**src/include/pbuf_pkg.sv**
```systemverilog
/*
 Shared constants and carrier types for the packet buffer DMA block.
 Assumes a single 200 MHz device clock and an 8-bit byte-wide buffer memory.
*/
package pbuf_pkg;
	localparam int  ADDR_W      = 16;
	localparam int  PAGE_W      = 8;
	localparam int  CNT_W       = 16;
	localparam int  PAGE_LSB_W  = 8;
	localparam logic [PAGE_LSB_W-1:0] PAGE_LOW = 8'h00;
	localparam logic [3:0] MAX_RETRY = 4'hf;
	localparam logic [ADDR_W-1:0] HDR_BYTES = 16'h0004;
	localparam logic [7:0] STATUS_CLEAR = 8'h00;
	localparam int  TSR_COL_BIT = 2;
	localparam int  TSR_ABT_BIT = 3;
	localparam int  TSR_PTX_BIT = 0;

	// Host port configuration
	typedef struct packed {
		logic byte_order_select;
		logic word_transfer_select;
		logic cpu_wide;
	} port_cfg_t;

	// Receive end-of-frame report from the MAC receive logic
	typedef struct packed {
		logic       good;
		logic       runt;
		logic       crc_err;
		logic       align_err;
		logic [7:0] rx_status;
	} rx_end_t;

	// Ring setup
	typedef struct packed {
		logic [PAGE_W-1:0] ring_first_page;
		logic [PAGE_W-1:0] ring_end_page;
		logic [PAGE_W-1:0] read_boundary_page;
	} ring_cfg_t;
endpackage

```
**src/verilog/packet_buffer_dma.sv**
```systemverilog
/*
 Packet buffer DMA: receive end-of-frame handling, transmit local DMA read
 with collision retry, and the remote DMA write channel from the host port.
 Assumes the MAC supplies byte strobes and collision events on clk_i, and
 that the buffer memory accepts one write or read per cycle without a grant.
*/
// Functional notes
// - Good frame: write header at first page.
// - Next frame starts at next free page.
// - Load current page from scratch next page.
// - Bad frame resets DMA to current page.
// - Skip recovery when accepting errored frames; the code still recovers any frame whose good flag is low.
// - Store received FCS after last data byte.
// - Transmit reads from start page, count bytes.
// - MAC adds preamble, delimiter and FCS.
// - Transmit count excludes preamble and FCS.
// - Port transfer is word or byte wide.
// - Go bit clears status, starts prefetch.
// - Start needs gap, FIFO byte, backoff done.
// - Collision flushes, rewinds, flags, counts.
// - Fifteen collisions abandon the frame.
// - Little-endian word: even byte low lane.
// - Big-endian word: even byte high lane.
// - Byte mode: one byte per access, in order.
// - Wire order from first destination byte.
// - Remote start and count from register pairs.
// - Remote write: store, increment, decrement, stop.
// - Data port uses full ready handshake.
// - Next page at ring end wraps to first.
// - Next page at boundary aborts reception.
`timescale 1ns/100ps
`default_nettype none
module packet_buffer_dma
	import pbuf_pkg::*;
(
	// Clock and reset
	input  wire logic              clk_i,
	input  wire logic              reset_i,
	input  wire logic              clk_en_i,
	// Configuration
	input  wire port_cfg_t         port_cfg_i,
	input  wire ring_cfg_t         ring_cfg_i,
	input  wire logic              accept_errored_i,
	input  wire logic [PAGE_W-1:0] tx_start_page_i,
	input  wire logic [7:0]        tx_count_low_i,
	input  wire logic [7:0]        tx_count_high_i,
	input  wire logic [7:0]        remote_start_low_i,
	input  wire logic [7:0]        remote_start_high_i,
	input  wire logic [7:0]        remote_count_low_i,
	input  wire logic [7:0]        remote_count_high_i,
	input  wire logic              remote_write_go_i,
	input  wire logic              tx_go_bit_i,
	// Receive side from MAC
	input  wire logic              rx_start_i,
	input  wire logic              rx_byte_valid_i,
	input  wire logic [7:0]        rx_byte_i,
	input  wire logic              rx_end_i,
	input  wire rx_end_t           rx_end_info_i,
	// Transmit side to and from MAC
	input  wire logic              ipg_done_i,
	input  wire logic              backoff_done_i,
	input  wire logic              collision_i,
	input  wire logic              tx_done_i,
	input  wire logic              tx_fifo_ready_i,
	output logic                   tx_fifo_valid_o,
	output logic [7:0]             tx_fifo_data_o,
	output logic                   tx_fifo_flush_o,
	output logic                   tx_start_o,
	// Host data port
	input  wire logic              port_write_i,
	input  wire logic [15:0]       port_data_i,
	output logic                   port_ready_o,
	// Buffer memory
	output logic                   mem_we_o,
	output logic                   mem_re_o,
	output logic [ADDR_W-1:0]      mem_addr_o,
	output logic [7:0]             mem_wdata_o,
	input  wire logic [7:0]        mem_rdata_i,
	// Status
	output logic [PAGE_W-1:0]      current_page_pointer_o,
	output logic [7:0]             tx_status_o,
	output logic [3:0]             collision_tally_o,
	output logic                   rx_overflow_o,
	output logic                   remote_busy_o
);
	// ---------------------------------------------------------------
	// Helpers
	// ---------------------------------------------------------------
	function automatic logic [ADDR_W-1:0] page_addr(input logic [PAGE_W-1:0] p);
		page_addr = {p, PAGE_LOW};
	endfunction

	function automatic logic [PAGE_W-1:0] wrap_page(input logic [PAGE_W-1:0] p,
							input ring_cfg_t r);
		wrap_page = (p == r.ring_end_page) ? r.ring_first_page : p;
	endfunction

	typedef enum {RX_IDLE, RX_STORE, RX_HDR} rx_state_t;
	typedef enum {TX_IDLE, TX_FETCH, TX_DONE} tx_state_t;

	rx_state_t         rx_state;
	logic [ADDR_W-1:0] rx_addr;
	logic [CNT_W-1:0]  rx_count;
	logic [PAGE_W-1:0] scratch_page;
	logic [1:0]        hdr_idx;
	logic [7:0]        rx_stat_q;

	tx_state_t         tx_state;
	logic [ADDR_W-1:0] tx_addr;
	logic [CNT_W-1:0]  tx_left;
	logic              tx_rd_pend;

	logic [ADDR_W-1:0] rem_addr;
	logic [CNT_W-1:0]  rem_left;
	logic              rem_hi_pend;
	logic [7:0]        rem_hi_byte;

	// ---------------------------------------------------------------
	// Receive storage and end-of-frame handling
	// ---------------------------------------------------------------
	wire logic [PAGE_W-1:0] rx_next_raw  = rx_addr[ADDR_W-1:PAGE_LSB_W] + 8'h01;
	wire logic [PAGE_W-1:0] rx_next_page = wrap_page(rx_next_raw, ring_cfg_i);
	wire logic              rx_page_end  = rx_addr[PAGE_LSB_W-1:0] == 8'hff;
	wire logic              rx_hits_read_boundary_page = rx_next_page == ring_cfg_i.read_boundary_page;
	wire logic              rx_reject    = (rx_end_info_i.runt | rx_end_info_i.crc_err |
					 rx_end_info_i.align_err) & ~accept_errored_i;
	wire logic              rx_wr        = rx_state == RX_STORE && rx_byte_valid_i;
	wire logic              hdr_wr       = rx_state == RX_HDR;
	// Free page after the frame's last byte: partial last page is abandoned
	wire logic [PAGE_W-1:0] rx_free_page = wrap_page(rx_addr[ADDR_W-1:PAGE_LSB_W] + 8'h01,
						ring_cfg_i);
	wire logic [ADDR_W-1:0] hdr_base     = page_addr(current_page_pointer_o);
	wire logic [7:0]        hdr_byte     = (hdr_idx == 2'd0) ? rx_stat_q :
					(hdr_idx == 2'd1) ? scratch_page :
					(hdr_idx == 2'd2) ? rx_count[7:0] : rx_count[15:8];

	always_ff @(posedge clk_i) begin
		if (reset_i) begin
			rx_state               <= RX_IDLE;
			rx_addr                <= '0;
			rx_count               <= '0;
			scratch_page           <= '0;
			hdr_idx                <= '0;
			rx_stat_q              <= '0;
			current_page_pointer_o <= '0;
			rx_overflow_o          <= 1'b0;
		end else if (clk_en_i) begin
			case (rx_state)
				RX_IDLE: begin
					if (rx_start_i) begin
						rx_addr  <= page_addr(current_page_pointer_o) + HDR_BYTES;
						rx_count <= '0;
						rx_state <= RX_STORE;
					end
				end
				RX_STORE: begin
					// FCS bytes arrive as ordinary bytes and are stored in line
					if (rx_byte_valid_i) begin
						rx_count <= rx_count + 16'h0001;
						if (rx_page_end && rx_hits_read_boundary_page) begin
							rx_overflow_o <= 1'b1;
							rx_state      <= RX_IDLE;
						end else if (rx_page_end)
							rx_addr <= page_addr(rx_next_page);
						else
							rx_addr <= rx_addr + 16'h0001;
					end
					if (rx_end_i) begin
						if (rx_reject || !rx_end_info_i.good) begin
							// Pointer never moved, so every page of the frame is free again
							rx_addr  <= page_addr(current_page_pointer_o);
							rx_state <= RX_IDLE;
						end else begin
							scratch_page <= rx_free_page;
							rx_stat_q    <= rx_end_info_i.rx_status;
							hdr_idx      <= '0;
							rx_state     <= RX_HDR;
						end
					end
				end
				RX_HDR: begin
					hdr_idx <= hdr_idx + 2'd1;
					if (hdr_idx == 2'd3) begin
						current_page_pointer_o <= scratch_page;
						rx_state               <= RX_IDLE;
					end
				end
				default: rx_state <= RX_IDLE;
			endcase
		end
	end

	// ---------------------------------------------------------------
	// Transmit local DMA read
	// ---------------------------------------------------------------
	wire logic [CNT_W-1:0] tx_total = {tx_count_high_i, tx_count_low_i};
	wire logic             tx_fetch = tx_state == TX_FETCH && tx_left != '0 && !tx_rd_pend &&
					!tx_fifo_valid_o && !rx_wr && !hdr_wr;
	wire logic             retry_out = collision_i && collision_tally_o == MAX_RETRY - 4'h1;

	// MAC serialises LSB first and adds preamble, delimiter and FCS
	assign tx_start_o = tx_state == TX_FETCH && ipg_done_i && backoff_done_i &&
			    tx_fifo_valid_o;
	assign tx_fifo_flush_o = tx_state == TX_FETCH && collision_i;

	always_ff @(posedge clk_i) begin
		if (reset_i) begin
			tx_state          <= TX_IDLE;
			tx_addr           <= '0;
			tx_left           <= '0;
			tx_rd_pend        <= 1'b0;
			tx_fifo_valid_o   <= 1'b0;
			tx_fifo_data_o    <= '0;
			tx_status_o       <= STATUS_CLEAR;
			collision_tally_o <= '0;
		end else if (clk_en_i) begin
			tx_rd_pend <= tx_fetch;
			if (tx_rd_pend) begin
				tx_fifo_valid_o <= 1'b1;
				tx_fifo_data_o  <= mem_rdata_i;
			end else if (tx_fifo_valid_o && tx_fifo_ready_i)
				tx_fifo_valid_o <= 1'b0;
			if (tx_fetch) begin
				tx_addr <= tx_addr + 16'h0001;
				tx_left <= tx_left - 16'h0001;
			end
			case (tx_state)
				TX_IDLE: begin
					if (tx_go_bit_i) begin
						tx_status_o       <= STATUS_CLEAR;
						collision_tally_o <= '0;
						tx_addr           <= page_addr(tx_start_page_i);
						tx_left           <= tx_total;
						tx_state          <= TX_FETCH;
					end
				end
				TX_FETCH: begin
					if (collision_i) begin
						tx_fifo_valid_o           <= 1'b0;
						tx_rd_pend                <= 1'b0;
						tx_addr                   <= page_addr(tx_start_page_i);
						tx_left                   <= tx_total;
						tx_status_o[TSR_COL_BIT]  <= 1'b1;
						collision_tally_o         <= collision_tally_o + 4'h1;
						if (retry_out) begin
							tx_status_o[TSR_ABT_BIT] <= 1'b1;
							tx_state                 <= TX_DONE;
						end
					end else if (tx_done_i) begin
						tx_status_o[TSR_PTX_BIT] <= 1'b1;
						tx_state                 <= TX_DONE;
					end
				end
				TX_DONE: tx_state <= TX_IDLE;
				default: tx_state <= TX_IDLE;
			endcase
		end
	end

	// ---------------------------------------------------------------
	// Remote DMA write from the host data port
	// ---------------------------------------------------------------
	wire logic       word_mode = port_cfg_i.word_transfer_select & port_cfg_i.cpu_wide;
	wire logic       rem_busy  = rem_left != '0;
	// Even frame byte sits on the lane chosen by byte order
	wire logic [7:0] even_byte = port_cfg_i.byte_order_select ? port_data_i[15:8]
				   : port_data_i[7:0];
	wire logic [7:0] odd_byte  = port_cfg_i.byte_order_select ? port_data_i[7:0]
				   : port_data_i[15:8];
	// Local receive traffic has priority; the host simply waits on ready
	// Ready drops while frozen so the host never hands over a word that is not stored
	assign port_ready_o = clk_en_i && rem_busy && !rem_hi_pend && !rx_wr && !hdr_wr;
	wire logic       take      = port_ready_o && port_write_i;
	wire logic       rem_wr    = take || (rem_hi_pend && !rx_wr && !hdr_wr);
	assign remote_busy_o = rem_busy;

	always_ff @(posedge clk_i) begin
		if (reset_i) begin
			rem_addr    <= '0;
			rem_left    <= '0;
			rem_hi_pend <= 1'b0;
			rem_hi_byte <= '0;
		end else if (clk_en_i) begin
			if (remote_write_go_i && !rem_busy) begin
				rem_addr <= {remote_start_high_i, remote_start_low_i};
				rem_left <= {remote_count_high_i, remote_count_low_i};
			end else if (rem_wr) begin
				rem_addr <= rem_addr + 16'h0001;
				rem_left <= rem_left - 16'h0001;
				// Odd byte of a word follows; an odd final count drops it
				rem_hi_pend <= take && word_mode && rem_left != 16'h0001;
				if (take)
					rem_hi_byte <= odd_byte;
			end
		end
	end

	// ---------------------------------------------------------------
	// Memory port mux
	// ---------------------------------------------------------------
	assign mem_we_o    = clk_en_i && (rx_wr || hdr_wr || rem_wr);
	assign mem_re_o    = clk_en_i && tx_fetch;
	assign mem_addr_o  = rx_wr ? rx_addr : hdr_wr ? hdr_base + {14'h0000, hdr_idx} :
			     rem_wr ? rem_addr : tx_addr;
	assign mem_wdata_o = rx_wr ? rx_byte_i : hdr_wr ? hdr_byte :
			     rem_hi_pend ? rem_hi_byte : even_byte;
endmodule
`default_nettype wire
```
**config.mk**
```make
export PLATFORM = sky130hd
export DESIGN_NAME = packet_buffer_dma
export DESIGN_NICKNAME = d
export VERILOG_FILES = /design/src/include/pbuf_pkg.sv /design/src/verilog/packet_buffer_dma.sv
export SDC_FILE = /design/constraint.sdc
export NUM_CORES = 1
export LEC_CHECK = 0
export BUFFER_PORTS_ARGS = -buffer_cell sky130_fd_sc_hd__buf_2
export CORE_ASPECT_RATIO = 1.4
export CORE_MARGIN = 5
export CORE_UTILIZATION = 42
export CTS_CLUSTER_SIZE = 16
export DETAILED_ROUTE_END_ITERATION = 10
export GPL_TIMING_DRIVEN = 1
export REMOVE_ABC_BUFFERS = 1
export SYNTH_ARGS = -nofsm -noshare
export SYNTH_HDL_FRONTEND = slang
export SYNTH_SLANG_ARGS = --single-unit
```
**constraint.sdc**
```tcl
create_clock -name clk_i -period 8.9 [get_ports clk_i]
set_input_delay 0 -clock clk_i [delete_from_list [all_inputs] [get_ports clk_i]]
set_output_delay 0 -clock clk_i [all_outputs]
set_load 0.005 [all_outputs]
```
==> results of run 1 <==
-- power by group through the flow --
stage	clock (mW)	sequential, mW	combinational (mW)
finish	0.743	0.835	0.960
global route	0.787	0.844	1.08
CTS	0.759	0.833	0.959
detailed placement	0	0.847	0.921
global placement	0	0.846	0.913
floorplan	0	0.825	0.627
-- layout make-up --
cell class	instances	area [um^2]
inverter	25	93.8
multi-input combinational	1077	6500
timing repair buffer	306	2050
fill	2310	11000
tap	310	388
clock buffer	24	502
clock inverter	7	90.1
sequential	153	3060
-- per-stage QoR --
step                      hold WS, ns  instances  utilization  total power, mW
after floorplan                0.0646       1255            -             1.45
after global placement          0.249       1775        0.469             1.76
after detailed placement        0.250       1775        0.469             1.77
after CTS                     0.00180       1902        0.535             2.55
after global routing           0.0361       1902        0.535             2.71
final                          0.0164       1902        0.535             2.54
-- cells by family after synthesis --
group / after synthesis / synth area share
multiplexers: 74 / 0.0757
AND/OR/NAND/NOR: 561 / 0.264
XOR/XNOR: 63 / 0.0583
adder cells (fa/ha/maj): 15 / 0.0187
AO/OA/AOI/OAI: 359 / 0.229
flip-flops: 153 / 0.305
other: 1 / 0.000374
buffers and inverters: 119 / 0.0493
-- cell usage after synthesis (7+ instances only) --
library cell / number / area [um^2]
a22oi_1: 7 / 52.6
nand3_1: 35 / 175
o211ai_1: 20 / 150
xnor2_1: 26 / 228
mux2_2: 10 / 113
o21a_1: 9 / 67.6
nor3_1: 46 / 230
dfxtp_1: 153 / 3060
nor2b_1: 7 / 43.8
nand4_1: 25 / 156
or3_1: 13 / 81.3
a222oi_1: 7 / 70.1
mux2i_1: 62 / 621
xor2_1: 35 / 307
a21oi_1: 124 / 621
nor2_1: 158 / 593
inv_1: 25 / 93.8
a221oi_1: 14 / 123
a31oi_1: 9 / 56.3
a211oi_1: 22 / 165
clkbuf_1: 76 / 285
nand2_1: 183 / 687
o21ai_0: 89 / 445
and3_1: 19 / 119
ha_1: 15 / 188
nand2b_1: 20 / 125
nor4_1: 14 / 87.6
buf_4: 7 / 52.6
nor3b_1: 7 / 52.6
-- path summary, 6_finish.rpt --
kind | from | endpoint | cells after the start
max reg2reg | rx_addr[9] | rx_addr[1] | 10
min | reset_i | tx_left[7] | 2
max | rx_state[0] | mem_addr_o[11] | 10
min reg2reg | tx_status_o[2] | tx_status_o[2] | 2
-- per-layer routing --
metal	track usage	vias up
li1	-	5303
met1	0.295	4955
met2	0.413	286
met3	0.0451	47
met4	0.0757	0
met5	0	-
-- cell usage in the layout, fill, tap and decap left out, types with 9 or more instances in the layout --
| cell type | instances |
|---|---|
| nor4_1 | 14 |
| nor2_1 | 158 |
| nand4_1 | 25 |
| a211oi_1 | 22 |
| mux2i_1 | 62 |
| and3_1 | 19 |
| xor2_1 | 35 |
| nand2b_1 | 20 |
| a31oi_1 | 9 |
| buf_4 | 15 |
| o211ai_1 | 20 |
| buf_2 | 195 |
| clkbuf_16 | 17 |
| dfxtp_1 | 153 |
| nand2_1 | 183 |
| a221oi_1 | 14 |
| mux2_2 | 10 |
| dlygate4sd3_1 | 96 |
| nand3_1 | 35 |
| ha_1 | 15 |
| o21a_1 | 9 |
| or3_1 | 13 |
| inv_1 | 25 |
| o21ai_0 | 89 |
| a21oi_1 | 124 |
| nor3_1 | 45 |
| xnor2_1 | 26 |
-- state kept, by name, indices dropped and copies added, names as in the netlist, 2 cells and up --
name,flops
collision_tally_o,4
current_page_pointer_o,8
hdr_idx,2
rem_addr,16
rem_hi_byte,8
rem_left,16
rx_addr,16
rx_count,16
rx_stat_q,8
rx_state,2
scratch_page,8
tx_addr,16
tx_fifo_data_o,8
tx_left,16
tx_state,2
tx_status_o,3
-- critical path: stages, from the launching register on --
cell,delay [ns]
dfxtp_1,0.46
nand2b_1,0.24
o21ai_1,0.23
or2_2,0.38
nor4b_4,0.87
a21o_1,0.66
mux2_2,0.45
nand2b_1,0.15
o211ai_1,0.11
o21ai_0,0.18
buf_2,0.18
==> impl_metrics.tcl, run 1 <==
set metrics [dict create \
    hp-class "input pin to flop" \
    postRouteWirelength_um 33000 \
    antenna_left 0 \
    final_max_slew_viol_count 0 \
    internal_power_mw 1.57 \
    grt_pass1_vias 10100 \
    syn_to_final_growth_pct 26.5 \
    gr-usage-all-layers 0.237 \
    cts_root_buf "clkbuf_16" \
    postCtsHoldBufs 96 \
    cts_tree "done" \
    cts_sinks 153 \
    cts_resized 0 \
    combPwrFrac 0.378 \
    synth.avg_cell_area_um2 7.46 \
    antenna_found_initial 0 \
    finalHoldViolCount 0 \
    start_util 0.423 \
    clkTransAtPathRegs_ns 0.06 \
    ys_ff_latch 153 \
    gp_congestion 0.884 \
    wl_met2_um 16300 \
    powerDensity_nw_per_um2 200 \
    cts_buffers 17 \
    maxSlewHeadroom 0.232 \
    wl_per_cell_um 17.4 \
    cp-start-kind "flop" \
    synth_cell_types 84 \
    fmax_mhz 230 \
    async_flop_share 0 \
    grt-ovfl-total 0 \
    rsz0062_at_grt "no" \
    drt_first_pass_iters 5 \
    syn_inst 1345 \
    die_w_um 141 \
    crit_arrival_ns 4.35 \
    port_buffers 196 \
    viasPerCell 5.57 \
    detailed_place.area_um2 11100 \
    end_kind "output pin" \
    postCtsSetupBuffers 0 \
    fp-row-count 67 \
    initialDrtViolationCount 622 \
    max-cap-violations 0 \
    tightest_slew_ns 1.15 \
    ys.flop_type "dfxtp_1" \
    dieArea_um2 27100 \
    clockBufferDepth 2 \
    dp_slack_ns 4.63 \
    power_frac_clock 0.293 \
    htree_levels 4 \
    setup_ws_ns 4.55 \
    p_leak_nw 4.90 \
    highest_layer "met4" \
    synth_area_um2 10000 \
    fin_skew_ns 0.00908 \
    path_max_fanout 19 \
    antennaDiodeCount 0 \
    reg2reg_slack_ns 4.57 \
    fin_setup_tns_ns 0 \
    min_period_over_period 0.489 \
    peakVddDrop_v 0.000139 \
    p_seq_frac 0.329 \
    dieHeight_um 193 \
    grt_pass1_wl_um 52200 \
    seq_area_frac_synth 0.305 \
    synth_edf_count 0 \
    power_switching_mw 0.970 \
    dp_hpwl_um 24000 \
    critPathKind "flop to output pin" \
    dr_wl_met3_um 1680 \
    layout_min_cycle_time_ns 4.35 \
    core-area_um2 23700 \
    grt_max_degree 86 \
    required_ns 8.90 \
    status "finished clean" \
    worstSkewPairLatency_ns 0.44 \
    ios 202 \
    yosys_warnings 0 \
    final_nets 1737 \
    vias 10600 \
    drc_errors 0 \
    p_sw_frac 0.382 \
    drive_above_1_share 0.173 \
    fin_area_um2 12700 \
    setup_viol 0 \
    wl_met1_um 14300 \
]
(Power assumes the default switching activity.)
==> run 2, diff against run 1 <==
- PLACE_DENSITY: not set -> 0.66
- clock period: 8.9 -> 3.7 ns (I/O delays scaled with it)
==> run 2 against run 1 <==
Effect of this change:
- die area unchanged
- total power up 150%
- via count up 3.4%
- final cell count up 1.4%
- sequential share of layout area down 0.35 points
- flip-flop and latch count unchanged
- combinational power rose to 2.6 times the previous value
- routed wire length up 2.2%
- worst hold slack better by 0.0078 ns
- largest power group unchanged
==> impl_metrics.tcl, run 2 (same netlist as run 1, synthesis figures left out) <==
set metrics [dict create \
    dieHeight_um 193 \
    grt_max_degree 53 \
    gr-usage-all-layers 0.244 \
    powerDensity_nw_per_um2 487 \
    cts_root_buf "clkbuf_16" \
    crit_arrival_ns 3.56 \
    max-cap-violations 0 \
    viasPerCell 5.68 \
    final_common_cell "buf_2" \
    postRouteWirelength_um 33800 \
    setup_ws_ns 0.142 \
    status "finished clean" \
    grt_pass1_vias 10600 \
    core-area_um2 23700 \
    start_util 0.423 \
    path_buf_inv 3 \
    layout_common_cells "195 x buf_2, 183 x nand2_1, 158 x nor2_1, 153 x dfxtp_1, 124 x a21oi_1" \
    worstSkewPairLatency_ns 0.45 \
    antenna_found_initial 0 \
    maxSlewHeadroom 0.296 \
    reg2reg_slack_ns 0.27 \
    critPathKind "flop to output pin" \
    cts_tree "done" \
    finalHoldViolCount 0 \
    setup_viol 0 \
    tightest_slew_ns 1.05 \
    cts_sinks 153 \
    fp-row-count 67 \
    clockBufferDepth 2 \
    end_kind "output pin" \
    required_ns 3.70 \
    rsz0062_at_grt "no" \
    initialDrtViolationCount 820 \
    startpoint "rem_left[8]" \
    drt_first_pass_iters 5 \
    grt-ovfl-total 0 \
    min_from "ring_cfg_i[18]" \
    detailed_place.area_um2 11300 \
    path_max_fanout 15 \
    path_common_cell "buf_4" \
    dp_hpwl_um 24500 \
    final_nets 1762 \
    antennaDiodeCount 0 \
    min_period_over_period 0.962 \
    gp_congestion 0.941 \
    slowest_stage "or3_1" \
    max_stage_delay_ns 0.45 \
    die_w_um 141 \
    layout_min_cycle_time_ns 3.56 \
    vias 11000 \
    path_cells "or3_1 > or3_4 > nor3_2 > buf_4 > nor4b_4 > a21o_1 > buf_4 > mux2_2 > mux2i_1 > o21ai_0 > buf_2" \
    hp-class "input pin to flop" \
    antenna_left 0 \
    fmax_mhz 281 \
    cp_top_family "simple AND/OR/NAND/NOR gates" \
    drive_above_1_share 0.188 \
    clkTransAtPathRegs_ns 0.06 \
    drc_errors 0 \
    port_buffers 196 \
    peakVddDrop_v 0.000360 \
    syn_to_final_growth_pct 28.4 \
    fin_area_um2 12900 \
    final_max_slew_viol_count 0 \
    htree_levels 4 \
    fin_skew_ns 0.0105 \
    cp-start-kind "flop" \
    wl_per_cell_um 17.5 \
    dp_slack_ns 0.0362 \
    p_leak_nw 5.01 \
    cts_buffers 17 \
    grt_pass1_wl_um 53800 \
    r2r_start "rx_addr[8]" \
    dieArea_um2 27100 \
    ios 202 \
    total_power_mw 6.26 \
]
run 2: cell count changes in the layout (fill, tap and decap cells not counted), sizes merged:
cell,delta
buf,+26
clkbuf,-3
clkinv,+2
clkinvlp,+2
dlygate4sd3,-1
run 2: layout make-up:
cell class | instances | area [um^2]
Inverter | 25 | 93.8
Multi-Input combinational cell | 1077 | 6510
Sequential cell | 153 | 3060
Timing Repair Buffer | 331 | 2230
Tap cell | 310 | 388
Clock buffer | 21 | 460
Clock inverter | 11 | 123
Fill cell | 2255 | 10800
run 2: worst register-to-register path, stage by stage (launching register included):
cell,delay [ns]
dfxtp_1,0.34
ha_1,0.19
xor2_1,0.23
xor2_1,0.12
or4_1,0.64
nor4_4,0.17
buf_4,0.20
mux2_4,0.32
o311ai_4,0.45
o31ai_4,0.20
or3_1,0.34
o211a_1,0.11
run 2: per-layer routing:
| metal | track usage | part of all wire | vias up | routed length [um] |
|---|---|---|---|---|
| met1 | 0.289 | 0.41 | 5123 | 13800 |
| met3 | 0.0439 | 0.055 | 86 | 1860 |
| met2 | 0.426 | 0.49 | 388 | 16700 |
| met5 | 0 | 0 | - | 0 |
| met4 | 0.117 | 0.041 | 0 | 1380 |
| li1 | - | - | 5356 | - |
run 2: stage by stage:
| step | utilization | cells | hold slack, ns | TNS [ns] |
|---|---|---|---|---|
| floorplan | - | 1255 | 0.0646 | -47.75 |
| global placement | 0.477 | 1799 | 0.252 | 0 |
| detailed placement | 0.477 | 1799 | 0.250 | 0 |
| CTS | 0.542 | 1926 | 0.00406 | 0 |
| global route | 0.543 | 1928 | 0.0194 | 0 |
| finish | 0.543 | 1928 | 0.0242 | 0 |
run 2: power breakdown:
group	switching, mW	internal (mW)	total [mW]
Sequential	0.182	1.82	2.00
Combinational	1.50	1.00	2.50
Clock	0.742	1.03	1.77
Total	2.42	3.84	6.26
run 2: worst paths after layout:
kind | endpoint | depth (start not counted)
hold / removal | scratch_page[2] | 5
setup reg to reg | rx_addr[15] | 11
setup / recovery | mem_addr_o[15] | 11
hold reg to reg | tx_status_o[2] | 2
run 2: repair_timing:
item,in CTS,in global routing
resized for setup,0,2
setup buffers,0,2
hold buffers,95,0
endpoints found under the hold margin,87,0
setup endpoints to repair,0,22
